**src/accel_pkg.sv**
```systemverilog
package accel_pkg;

	// Register offsets
	localparam logic [7:0] REG_STATUS      = 8'h00;
	localparam logic [7:0] REG_X_HI        = 8'h01;
	localparam logic [7:0] REG_X_LO        = 8'h02;
	localparam logic [7:0] REG_Y_HI        = 8'h03;
	localparam logic [7:0] REG_Y_LO        = 8'h04;
	localparam logic [7:0] REG_Z_HI        = 8'h05;
	localparam logic [7:0] REG_Z_LO        = 8'h06;
	localparam logic [7:0] REG_BUF_SETUP   = 8'h09;
	localparam logic [7:0] REG_TRIG_KEEP   = 8'h0A;
	localparam logic [7:0] REG_SYS_STATE   = 8'h0B;
	localparam logic [7:0] REG_SLEEP_TIME  = 8'h29;
	localparam logic [7:0] REG_SYS_CTRL1   = 8'h2A;
	localparam logic [7:0] REG_POWER       = 8'h2B;
	localparam logic [7:0] REG_WAKE_GATE   = 8'h2C;

	// Field positions
	localparam int CTRL_ACTIVE_BIT    = 0;
	localparam int CTRL_FAST_BIT      = 1;
	localparam int CTRL_WAKE_RATE_LSB = 3;
	localparam int CTRL_RANGE_LSB     = 6;
	localparam int POWER_OSR_LSB      = 0;
	localparam int POWER_AUTO_BIT     = 2;
	localparam int POWER_SLEEP_RATE_LSB = 3;
	localparam int GATE_BUF_HOLD_BIT  = 7;
	localparam int GATE_BUF_INT_BIT   = 6;
	localparam int SETUP_MODE_LSB     = 6;
	localparam int STATUS_OVF_BIT     = 7;
	localparam int STATUS_WMK_BIT     = 6;

	// Reset values
	localparam logic [7:0] RST_REG        = 8'h00;
	localparam logic [7:0] RST_SLEEP_TIME = 8'h10;

	// Oversampling scheme codes
	localparam logic [1:0] OSR_HIGH_RES  = 2'b10;
	localparam logic [1:0] OSR_LOW_POWER = 2'b11;

	// Input scaling: raw samples arrive at 1/4096 g, shifted by this plus the range code, with range code 3 shifted as code 2
	localparam int RAW_SHIFT_BASE = 2;

	typedef enum logic [1:0] {
		BUF_OFF  = 2'b00,
		BUF_CIRC = 2'b01,
		BUF_FILL = 2'b10,
		BUF_TRIG = 2'b11
	} buf_mode_t;

	typedef enum logic [3:0] {
		I2C_IDLE   = 4'b0000,
		I2C_DEV    = 4'b0001,
		I2C_DEVACK = 4'b0010,
		I2C_REG    = 4'b0011,
		I2C_REGACK = 4'b0100,
		I2C_WDATA  = 4'b0101,
		I2C_WACK   = 4'b0110,
		I2C_RDATA  = 4'b0111,
		I2C_RACK   = 4'b1000
	} i2c_state_t;

endpackage : accel_pkg

```
**src/accel_data_fifo_autowake.sv**
```systemverilog
// Notes on behaviour
// Each axis sample is 12-bit two's complement in a high and low byte register.
// High byte register holds the upper eight bits of each axis sample.
// Fast-read bit set gives 8-bit results only; cleared gives full 12-bit results.
// One count is 1/1024, 1/512 or 1/256 g; most negative code is -full-scale.
// In 8-bit mode one count equals sixteen 12-bit counts.
// Internal buffer holds 32 samples per axis, filled without host activity.
// Buffer runs at every data rate and serves 12-bit or 8-bit reads.
// Buffer modes fill, circular, trigger, disabled chosen in setup register 0x09.
// Fill mode keeps first 32, flags overflow on a further sample, stores nothing more.
// Circular mode overwrites the oldest sample, keeping the 32 most recent.
// Trigger mode keeps samples before the trigger plus a chosen number after.
// Watermark event when stored count reaches programmed level 1 to 32.
// Oversampling field 10 in power_scheme_control selects the high-resolution scheme.
// Oversampling field 11 selects the reduced-oversampling lowest-power scheme.
// While auto sleep is on, a wake-capable event moves sleep rate to wake rate.
// Sleep after no qualifying event for longer than the inactivity timeout.
// Only tap, orientation, motion/freefall and transient events wake; buffer events do not.
// Buffer gate bit in 0x2C holds buffered data over sleep until flushed.
// Timeout restarts on wake events and enabled buffer events.
// A sleep-to-wake transition may signal the host with an interrupt.
// Host reaches all data and configuration registers over I2C.
// Buffer reads return oldest first; each read removes the sample and lowers the count.
`timescale 1ns/1ps
module accel_data_fifo_autowake #(
	parameter int         DEPTH    = 32,
	parameter logic [6:0] DEV_ADDR = 7'h2A // Arbitrary bus address
) (
	// Clock and reset
	input  wire logic               clk,
	input  wire logic               resetn,
	// I2C pins
	input  wire logic               sclIn,
	input  wire logic               sdaIn,
	output logic                    sdaOut,
	output logic                    sdaDriveN,
	// Sensor front end
	input  wire logic               sensorValid,
	input  wire logic signed [15:0] sensorX,
	input  wire logic signed [15:0] sensorY,
	input  wire logic signed [15:0] sensorZ,
	output logic             [2:0]  outputDataRate,
	output logic             [1:0]  oversamplingSelect,
	// Detection events
	input  wire logic               motionEvt,
	input  wire logic               tapEvt,
	input  wire logic               orientEvt,
	input  wire logic               transientEvt,
	input  wire logic               triggerEvt,
	// Host notifications
	output logic                    watermarkIrq,
	output logic                    wakeIrq,
	output logic                    awake
);

	localparam int AW = $clog2(DEPTH);
	localparam int CW = $clog2(DEPTH + 1);
	localparam logic [CW-1:0] FULL_CNT = CW'(DEPTH);

	function automatic logic [11:0] scaleAxis(input logic signed [15:0] raw, input logic [1:0] rng);
		logic signed [15:0] s;
		s = raw >>> (accel_pkg::RAW_SHIFT_BASE + ((rng == 2'b11) ? 2 : int'(rng)));
		if (s > 16'sd2047)
			return 12'h7FF;
		else if (s < -16'sd2048)
			return 12'h800;
		else
			return s[11:0];
	endfunction : scaleAxis

	// Pin synchronisers
	logic sclS1_r, sclS2_r, sclS3_r;
	logic sdaS1_r, sdaS2_r, sdaS3_r;

	always_ff @(posedge clk or negedge resetn) begin
		if (!resetn) begin
			{sclS1_r, sclS2_r, sclS3_r} <= 3'b111;
			{sdaS1_r, sdaS2_r, sdaS3_r} <= 3'b111;
		end else begin
			{sclS1_r, sclS2_r, sclS3_r} <= {sclIn, sclS1_r, sclS2_r};
			{sdaS1_r, sdaS2_r, sdaS3_r} <= {sdaIn, sdaS1_r, sdaS2_r};
		end
	end

	wire sclRise  = sclS2_r & ~sclS3_r;
	wire sclFall  = ~sclS2_r & sclS3_r;
	wire busStart = sclS2_r & sdaS3_r & ~sdaS2_r;
	wire busStop  = sclS2_r & ~sdaS3_r & sdaS2_r;

	// Configuration registers
	logic [7:0] ctrl1_r, power_r, gate_r, setup_r, trigKeep_r, sleepTime_r;

	wire                     active     = ctrl1_r[accel_pkg::CTRL_ACTIVE_BIT];
	wire                     fastRead   = ctrl1_r[accel_pkg::CTRL_FAST_BIT];
	wire [1:0]               rangeSel   = ctrl1_r[accel_pkg::CTRL_RANGE_LSB +: 2];
	wire accel_pkg::buf_mode_t bufMode  = accel_pkg::buf_mode_t'(setup_r[accel_pkg::SETUP_MODE_LSB +: 2]);
	wire [5:0]               wmkLevel   = setup_r[5:0];
	wire                     autoEn     = power_r[accel_pkg::POWER_AUTO_BIT] & active;

	// I2C slave state
	accel_pkg::i2c_state_t state_r;
	logic [7:0] shift_r, ptr_r;
	logic [2:0] bitCnt_r;
	logic       byteDone_r, rw_r;

	wire devMatch = shift_r[7:1] == DEV_ADDR;
	wire wrStrobe = (state_r == accel_pkg::I2C_WDATA) & sclFall & byteDone_r;
	wire loadStrobe = sclFall & (((state_r == accel_pkg::I2C_DEVACK) & rw_r) | (state_r == accel_pkg::I2C_RACK));
	wire isHiAddr = (ptr_r == accel_pkg::REG_X_HI) | (ptr_r == accel_pkg::REG_Y_HI) |
		(ptr_r == accel_pkg::REG_Z_HI);
	wire isLoAddr = (ptr_r == accel_pkg::REG_X_LO) | (ptr_r == accel_pkg::REG_Y_LO) |
		(ptr_r == accel_pkg::REG_Z_LO);
	// Fast read steps over the low bytes so a burst gets X, Y, Z high bytes only
	wire [7:0] nextPtr = (fastRead && isHiAddr) ? ptr_r + 8'h02 : ptr_r + 8'h01;

	// Sample buffer
	logic [35:0]   mem [DEPTH];
	logic [35:0]   latest_r;
	logic [AW-1:0] wrPtr_r, rdPtr_r;
	logic [CW-1:0] count_r;
	logic          overflow_r, triggered_r, gateHold_r;
	logic [5:0]    postLeft_r;
	logic          asleep_r;
	logic [7:0]    idleCnt_r;

	wire bufOn  = bufMode != accel_pkg::BUF_OFF;
	wire full   = count_r == FULL_CNT;
	wire sampleIn = sensorValid & active & bufOn & ~gateHold_r;
	wire [35:0] newSample = {scaleAxis(sensorX, rangeSel), scaleAxis(sensorY, rangeSel),
		scaleAxis(sensorZ, rangeSel)};

	logic accept;
	always_comb begin
		unique case (bufMode)
			accel_pkg::BUF_OFF:  accept = 1'b0;
			accel_pkg::BUF_FILL: accept = ~full;
			accel_pkg::BUF_CIRC: accept = 1'b1;
			accel_pkg::BUF_TRIG: accept = ~triggered_r | (postLeft_r != 6'h00);
		endcase
	end

	wire [35:0] head = bufOn ? mem[rdPtr_r] : latest_r;
	wire lastByte = fastRead ? (ptr_r == accel_pkg::REG_Z_HI) : (ptr_r == accel_pkg::REG_Z_LO);
	wire pop      = loadStrobe & bufOn & lastByte & (count_r != '0);
	wire push     = sampleIn & accept;
	wire overwrite = push & full;
	wire rdAdv    = pop | overwrite;
	wire ovfSet   = (sampleIn & full & (bufMode == accel_pkg::BUF_FILL)) | (overwrite & ~pop);
	wire statusRd = loadStrobe & (ptr_r == accel_pkg::REG_STATUS);
	wire wmHit    = (wmkLevel != 6'h00) & (count_r >= CW'(wmkLevel));
	wire trigNow  = triggerEvt & (bufMode == accel_pkg::BUF_TRIG) & ~triggered_r;
	wire [CW-1:0] countNxt = count_r + CW'(push) - CW'(rdAdv);

	// Register read mux
	logic [7:0] rdData;
	always_comb begin
		rdData = 8'h00;
		unique case (ptr_r)
			accel_pkg::REG_STATUS:     rdData = {overflow_r, wmHit, count_r};
			accel_pkg::REG_X_HI:       rdData = head[35:28];
			accel_pkg::REG_X_LO:       rdData = fastRead ? 8'h00 : {head[27:24], 4'h0};
			accel_pkg::REG_Y_HI:       rdData = head[23:16];
			accel_pkg::REG_Y_LO:       rdData = fastRead ? 8'h00 : {head[15:12], 4'h0};
			accel_pkg::REG_Z_HI:       rdData = head[11:4];
			accel_pkg::REG_Z_LO:       rdData = fastRead ? 8'h00 : {head[3:0], 4'h0};
			accel_pkg::REG_BUF_SETUP:  rdData = setup_r;
			accel_pkg::REG_TRIG_KEEP:  rdData = trigKeep_r;
			accel_pkg::REG_SYS_STATE:  rdData = {6'h00, triggered_r, ~asleep_r};
			accel_pkg::REG_SLEEP_TIME: rdData = sleepTime_r;
			accel_pkg::REG_SYS_CTRL1:  rdData = ctrl1_r;
			accel_pkg::REG_POWER:      rdData = power_r;
			accel_pkg::REG_WAKE_GATE:  rdData = gate_r;
			default:                   rdData = 8'h00;
		endcase
	end

	// I2C slave: sample on SCL rise, drive on SCL fall
	always_ff @(posedge clk or negedge resetn) begin
		if (!resetn) begin
			state_r    <= accel_pkg::I2C_IDLE;
			shift_r    <= 8'h00;
			ptr_r      <= 8'h00;
			bitCnt_r   <= 3'h0;
			byteDone_r <= 1'b0;
			rw_r       <= 1'b0;
			sdaDriveN  <= 1'b1;
		end else if (busStop) begin
			state_r   <= accel_pkg::I2C_IDLE;
			sdaDriveN <= 1'b1;
		end else if (busStart) begin
			state_r    <= accel_pkg::I2C_DEV;
			bitCnt_r   <= 3'h0;
			byteDone_r <= 1'b0;
			sdaDriveN  <= 1'b1;
		end else begin
			unique case (state_r)
				accel_pkg::I2C_IDLE: begin
					sdaDriveN <= 1'b1;
				end
				accel_pkg::I2C_DEV, accel_pkg::I2C_REG, accel_pkg::I2C_WDATA: begin
					if (sclRise) begin
						shift_r    <= {shift_r[6:0], sdaS2_r};
						bitCnt_r   <= bitCnt_r + 3'h1;
						byteDone_r <= bitCnt_r == 3'h7;
					end else if (sclFall && byteDone_r) begin
						byteDone_r <= 1'b0;
						sdaDriveN  <= 1'b0;
						if (state_r == accel_pkg::I2C_DEV) begin
							rw_r    <= shift_r[0];
							state_r <= devMatch ? accel_pkg::I2C_DEVACK : accel_pkg::I2C_IDLE;
							sdaDriveN <= ~devMatch;
						end else if (state_r == accel_pkg::I2C_REG) begin
							ptr_r   <= shift_r;
							state_r <= accel_pkg::I2C_REGACK;
						end else begin
							ptr_r   <= ptr_r + 8'h01;
							state_r <= accel_pkg::I2C_WACK;
						end
					end
				end
				accel_pkg::I2C_DEVACK, accel_pkg::I2C_REGACK, accel_pkg::I2C_WACK: begin
					if (sclFall) begin
						bitCnt_r <= 3'h0;
						if (loadStrobe) begin
							shift_r   <= rdData;
							sdaDriveN <= rdData[7];
							ptr_r     <= nextPtr;
							state_r   <= accel_pkg::I2C_RDATA;
						end else begin
							sdaDriveN <= 1'b1;
							state_r   <= (state_r == accel_pkg::I2C_DEVACK) ? accel_pkg::I2C_REG :
								accel_pkg::I2C_WDATA;
						end
					end
				end
				accel_pkg::I2C_RDATA: begin
					if (sclFall) begin
						if (bitCnt_r == 3'h7) begin
							sdaDriveN <= 1'b1;
							state_r   <= accel_pkg::I2C_RACK;
						end else begin
							shift_r   <= {shift_r[6:0], 1'b0};
							sdaDriveN <= shift_r[6];
							bitCnt_r  <= bitCnt_r + 3'h1;
						end
					end
				end
				accel_pkg::I2C_RACK: begin
					if (sclRise && sdaS2_r) begin
						state_r <= accel_pkg::I2C_IDLE;
					end else if (sclFall) begin
						shift_r   <= rdData;
						sdaDriveN <= rdData[7];
						ptr_r     <= nextPtr;
						bitCnt_r  <= 3'h0;
						state_r   <= accel_pkg::I2C_RDATA;
					end
				end
				default: begin
					state_r   <= accel_pkg::I2C_IDLE;
					sdaDriveN <= 1'b1;
				end
			endcase
		end
	end

	// Register writes
	always_ff @(posedge clk or negedge resetn) begin
		if (!resetn) begin
			ctrl1_r     <= accel_pkg::RST_REG;
			power_r     <= accel_pkg::RST_REG;
			gate_r      <= accel_pkg::RST_REG;
			setup_r     <= accel_pkg::RST_REG;
			trigKeep_r  <= accel_pkg::RST_REG;
			sleepTime_r <= accel_pkg::RST_SLEEP_TIME;
		end else if (wrStrobe) begin
			unique case (ptr_r)
				accel_pkg::REG_SYS_CTRL1:  ctrl1_r     <= shift_r;
				accel_pkg::REG_POWER:      power_r     <= shift_r;
				accel_pkg::REG_WAKE_GATE:  gate_r      <= shift_r;
				accel_pkg::REG_BUF_SETUP:  setup_r     <= shift_r;
				accel_pkg::REG_TRIG_KEEP:  trigKeep_r  <= shift_r;
				accel_pkg::REG_SLEEP_TIME: sleepTime_r <= shift_r;
				default: ;
			endcase
		end
	end

	// Buffer storage has no reset: with the buffer on, data reads show mem[rdPtr_r] whatever the count
	always_ff @(posedge clk) begin
		if (push)
			mem[wrPtr_r] <= newSample;
	end

	wire setupWr = wrStrobe & (ptr_r == accel_pkg::REG_BUF_SETUP);

	always_ff @(posedge clk or negedge resetn) begin
		if (!resetn) begin
			latest_r    <= '0;
			wrPtr_r     <= '0;
			rdPtr_r     <= '0;
			count_r     <= '0;
			overflow_r  <= 1'b0;
			triggered_r <= 1'b0;
			postLeft_r  <= 6'h00;
		end else begin
			if (sensorValid && active)
				latest_r <= newSample;
			if (push)
				wrPtr_r <= wrPtr_r + AW'(1);
			if (rdAdv)
				rdPtr_r <= rdPtr_r + AW'(1);
			count_r <= countNxt;
			// A new overflow in the cycle of a status read survives the clear
			if (ovfSet)
				overflow_r <= 1'b1;
			else if (statusRd)
				overflow_r <= 1'b0;
			// A trigger in the cycle of a setup write is not lost
			if (trigNow) begin
				triggered_r <= 1'b1;
				postLeft_r  <= trigKeep_r[5:0];
			end else if (setupWr) begin
				triggered_r <= 1'b0;
			end else if (push && triggered_r) begin
				postLeft_r <= postLeft_r - 6'h01;
			end
		end
	end

	// Auto wake and sleep
	wire [3:0] wakeSrc  = {transientEvt, orientEvt, tapEvt, motionEvt};
	wire       qualEvt  = |(wakeSrc & gate_r[3:0]);
	logic      wmHitD_r;
	wire       bufEvt   = gate_r[accel_pkg::GATE_BUF_INT_BIT] & ((wmHit & ~wmHitD_r) | ovfSet);
	wire       idleOut  = sensorValid & (idleCnt_r >= sleepTime_r);

	always_ff @(posedge clk or negedge resetn) begin
		if (!resetn) begin
			asleep_r   <= 1'b0;
			idleCnt_r  <= 8'h00;
			wakeIrq    <= 1'b0;
			gateHold_r <= 1'b0;
			wmHitD_r   <= 1'b0;
		end else begin
			wmHitD_r <= wmHit;
			wakeIrq  <= autoEn & asleep_r & qualEvt;
			if (!autoEn) begin
				asleep_r  <= 1'b0;
				idleCnt_r <= 8'h00;
			end else if (qualEvt || bufEvt) begin
				idleCnt_r <= 8'h00;
				if (qualEvt)
					asleep_r <= 1'b0;
			end else if (!asleep_r && sensorValid) begin
				if (idleOut)
					asleep_r <= 1'b1;
				else
					idleCnt_r <= idleCnt_r + 8'h01;
			end
			// Held data must survive until the host has drained it all
			if (autoEn && !asleep_r && !qualEvt && !bufEvt && idleOut && gate_r[accel_pkg::GATE_BUF_HOLD_BIT])
				gateHold_r <= 1'b1;
			else if (count_r == '0)
				gateHold_r <= 1'b0;
		end
	end

	// Registered outputs
	always_ff @(posedge clk or negedge resetn) begin
		if (!resetn) begin
			outputDataRate     <= 3'h0;
			oversamplingSelect <= 2'b00;
			watermarkIrq       <= 1'b0;
			awake              <= 1'b1;
			sdaOut             <= 1'b0;
		end else begin
			outputDataRate     <= asleep_r ? power_r[accel_pkg::POWER_SLEEP_RATE_LSB +: 3] :
				ctrl1_r[accel_pkg::CTRL_WAKE_RATE_LSB +: 3];
			oversamplingSelect <= power_r[accel_pkg::POWER_OSR_LSB +: 2];
			watermarkIrq       <= wmHit;
			awake              <= ~asleep_r;
			sdaOut             <= 1'b0;
		end
	end
endmodule : accel_data_fifo_autowake

```
**config.mk**
```make
export PLATFORM = sky130hd
export DESIGN_NAME = accel_data_fifo_autowake
export DESIGN_NICKNAME = d
export VERILOG_FILES = /design/src/accel_pkg.sv /design/src/accel_data_fifo_autowake.sv
export SDC_FILE = /design/constraint.sdc
export NUM_CORES = 1
export LEC_CHECK = 0
export BUFFER_PORTS_ARGS = -buffer_cell sky130_fd_sc_hd__buf_2
export CAP_MARGIN = 20
export CORE_ASPECT_RATIO = 0.7
export CORE_MARGIN = 10
export CORE_UTILIZATION = 50
export DETAILED_ROUTE_END_ITERATION = 8
export GPL_ROUTABILITY_DRIVEN = 0
export PLACE_DENSITY_LB_ADDON = 0.2
export SYNTH_ARGS = -nofsm -noshare
export SYNTH_HDL_FRONTEND = slang
export SYNTH_SLANG_ARGS = --single-unit
export TNS_END_PERCENT = 5
```
**constraint.sdc**
```tcl
create_clock -name clk -period 3.95 [get_ports clk]
set_clock_uncertainty 0.2 [all_clocks]
set_input_delay 0.395 -clock clk [delete_from_list [all_inputs] [get_ports clk]]
set_output_delay 0.395 -clock clk [all_outputs]
set_load 0.005 [all_outputs]
```
==> run_results.csv <==
group,metric,value,unit
finish,regArea,38600,um^2
clocking,cts_buffer_depth,3,
clocking,insertion_delay,0.76,ns
timing,tightest_slew,0.938,ns
timing,tns,0,ns
clocking,clk_pin_slew,0.07,ns
synthesis,synth_compound_area_frac,0.0543,
clocking,cts_buffers,118,
routing,wire_per_inst,32.4,um
setup_path,arrival,4.21,ns
routing,vias,31146,
synthesis,avgSynthCellArea,18.0,um^2
timing,post-route-min-period,3.76,ns
timing,clock.fmax,266,MHz
synthesis,yosys-mux-area-fraction,0.156,
finish,fin_area,62000,um^2
floorplanning,die_area,122000,um^2
grt,grt_pass1_vias,30335,
finish,drive_gt1_frac,0.280,
grt,grt_remaining_overflow,0,
clocking,cts_max_level,3,
timing,maxSlewHeadroom,0.374,
synthesis,synthAdderAreaFrac,0.00918,
synthesis,synth_area_leaders,"edfxtp_1, mux4_2, dfrtp_1",
clocking,clock_sinks,1310,
setup_path,path_class,"register to register",
synthesis,syn_inst,3004,
flow_run,maxCapViolCount,0,
timing,setup_viol,0,
synthesis,synth_warnings,0,
synthesis,yosysMostFrequentCell,"edfxtp_1",
floorplanning,die_y,295,um
synthesis,ys_ff_latch,1310,
floorplanning,num_rows,100,
grt,grt_max_degree,93,
min_path,whs_path_depth,3,
timing,grt_setup_unrepaired,"false",
grt,antenna_found_initial,5,
finish,final_nets,3342,
power_and_ir_drop,power,28.5,mW
routing,viasPerCell,6.52,
floorplanning,start_util,0.506,
floorplanning,ios,68,
placed_design,portBuffers,60,
clocking,cts_tree,"done",
timing,maxSlewViolCount,0,
grt,grt_pass1_wl,221000,um
synthesis,seq_area_frac_synth,0.714,
setup_path,required,4.40,ns
finish,multi_input_area,14800,um^2
synthesis,yosysTopAreaCellShare,0.641,
synthesis,synth-edff-count,1152,
setup_path,endpoint_kind,"register",
clocking,root_buffer,"clkbuf_16",
synthesis,synth_commonest_cells,"edfxtp_1, mux4_2, dfrtp_1",
synthesis,yosysTopAreaCell,"edfxtp_1",
placed_design,dpl_cell_area,57800,um^2
synthesis,synth_xor_area_frac,0.00373,
synthesis,async_flop_share,0.121,
finish,synthToLayoutAreaGrowth,14.8,%
routing,drtPass1Iterations,6,
timing,hold_slack,0.0829,ns
floorplanning,die_w,413,um
synthesis,syn_nets,3101,
routing,drc_errors,0,
power_and_ir_drop,powerDensity,459,nW/um^2
finish,n_fill_cell,7780,
synthesis,syn_area,54000,um^2
setup_path,critPathLaunchType,"register",
routing,antenna_left,0,
synthesis,ys.flop_type,"edfxtp_1",
clocking,postCtsSetupBuffers,0,
min_path,hold_path.class,"input pin to register",
floorplanning,core_area,107000,um^2
power_and_ir_drop,p_leak,20.9,nW
power_and_ir_drop,vdd_drop_max,520,uV
setup_path,worst-path-max-fanout,9,
timing,hold_violations,0,
finish,diodes,0,
routing,initialDrtViolationCount,4484,
setup_path,reg2reg_depth,13,
routing,drt-total-wl,155000,um
status,status,"completed",
timing,fin_crit_sh,0.953,
synthesis,ys_types,83,
synthesis,synthSimpleGateAreaFrac,0.0427,
placed_design,dp_hpwl,95000,um
grt,grtUsageTotal,0.252,
synthesis,synth_top_family_by_area,"multiplexers",
## state kept, by name, summed over array words and instances, names as in the netlist, 6 cells and up
register	cells
count_r	6
mem	1152
idleCnt_r	8
ctrl1_r	8
latest_r	36
power_r	8
shift_r	8
sleepTime_r	8
setup_r	8
ptr_r	8
postLeft_r	6
gate_r	8
trigKeep_r	8
## layout make-up
cell class                 instances  share of cell area
sequential                      1310               0.622
inverter                          41             0.00248
tap                             1428              0.0288
clock inverter                    76              0.0150
multi-input combinational       1469               0.238
clock buffer                     149              0.0512
timing repair buffer             305              0.0424
## power by group
part           internal (mW)  switching, mW
sequential              15.2          0.177
clock                   6.81           5.25
combinational          0.280          0.734
## layout by cell type, fill, tap and decap left out, drive strengths merged, types with 92 or more instances in the layout
cell,netlist,layout
edfxtp,1152,1152
buf,109,296
mux4,260,260
dfrtp,149,149
clkbuf,75,149
mux2i,146,146
nor2,132,132
nand2,109,109
o21ai,104,104
mux2,98,98
a21oi,92,92
## metrics by stage
stage,worst slack (ns),util,std cells
after floorplan,-0.110,-,3004
after global placement,0.124,0.541,4539
after detailed placement,0.167,0.541,4542
after CTS,0.0914,0.581,4776
after global routing,0.0447,0.581,4778
final,0.185,0.581,4778
## critical path: stages (launching register included)
cell       delay (ns)
dfrtp_1          0.48
nor3_1           0.54
nand4_1          0.21
a2111oi_0        0.58
buf_4            0.21
a41o_1           0.11
ha_1             0.15
inv_1            0.07
ha_1             0.28
a21o_1           0.16
a21oi_1          0.21
o21bai_1         0.09
a21oi_1          0.18
xor2_1           0.20
## kinds of logic after synthesis
logic type	Yosys count
compound gates	440
xor+xnor	23
fa+ha+maj	39
buf+inv	225
flops	1310
mux	504
other cells	1
simple gates	462
## worst paths after layout
check | from | end | slack [ns]
setup reg to reg | ptr_r[4]$_DFFE_PN0P_ | count_r[5]$_DFF_PN0_ | 0.19
max in group asynchronous | resetn | rdPtr_r[1]$_DFFE_PN0N_ | 2.45
hold / removal | sensorX[8] | mem[25][28]$_DFFE_PP_ | 0.08
hold reg to reg | sdaS1_r$_DFF_PN1_ | sdaS2_r$_DFF_PN1_ | 0.16
setup / recovery | ptr_r[4]$_DFFE_PN0P_ | count_r[5]$_DFF_PN0_ | 0.19
min in group asynchronous | resetn | rw_r$_DFFE_PN0P_ | 0.09
## per-layer routing
metal | global-route usage | part of all wire | up-vias
li1 | - | - | 12679
met1 | 0.384 | 0.41 | 16318
met2 | 0.362 | 0.44 | 1884
met3 | 0.0610 | 0.12 | 263
met4 | 0.0685 | 0.028 | 2
met5 | 0 | 0.000065 | -
## timing repair
item,4_1_cts,5_1_grt
hold buffers,9,0
endpoints found under the hold margin,95,0
endpoints found under the setup margin,0,3
gates resized for setup,0,3
(Power assumes the default switching activity.)
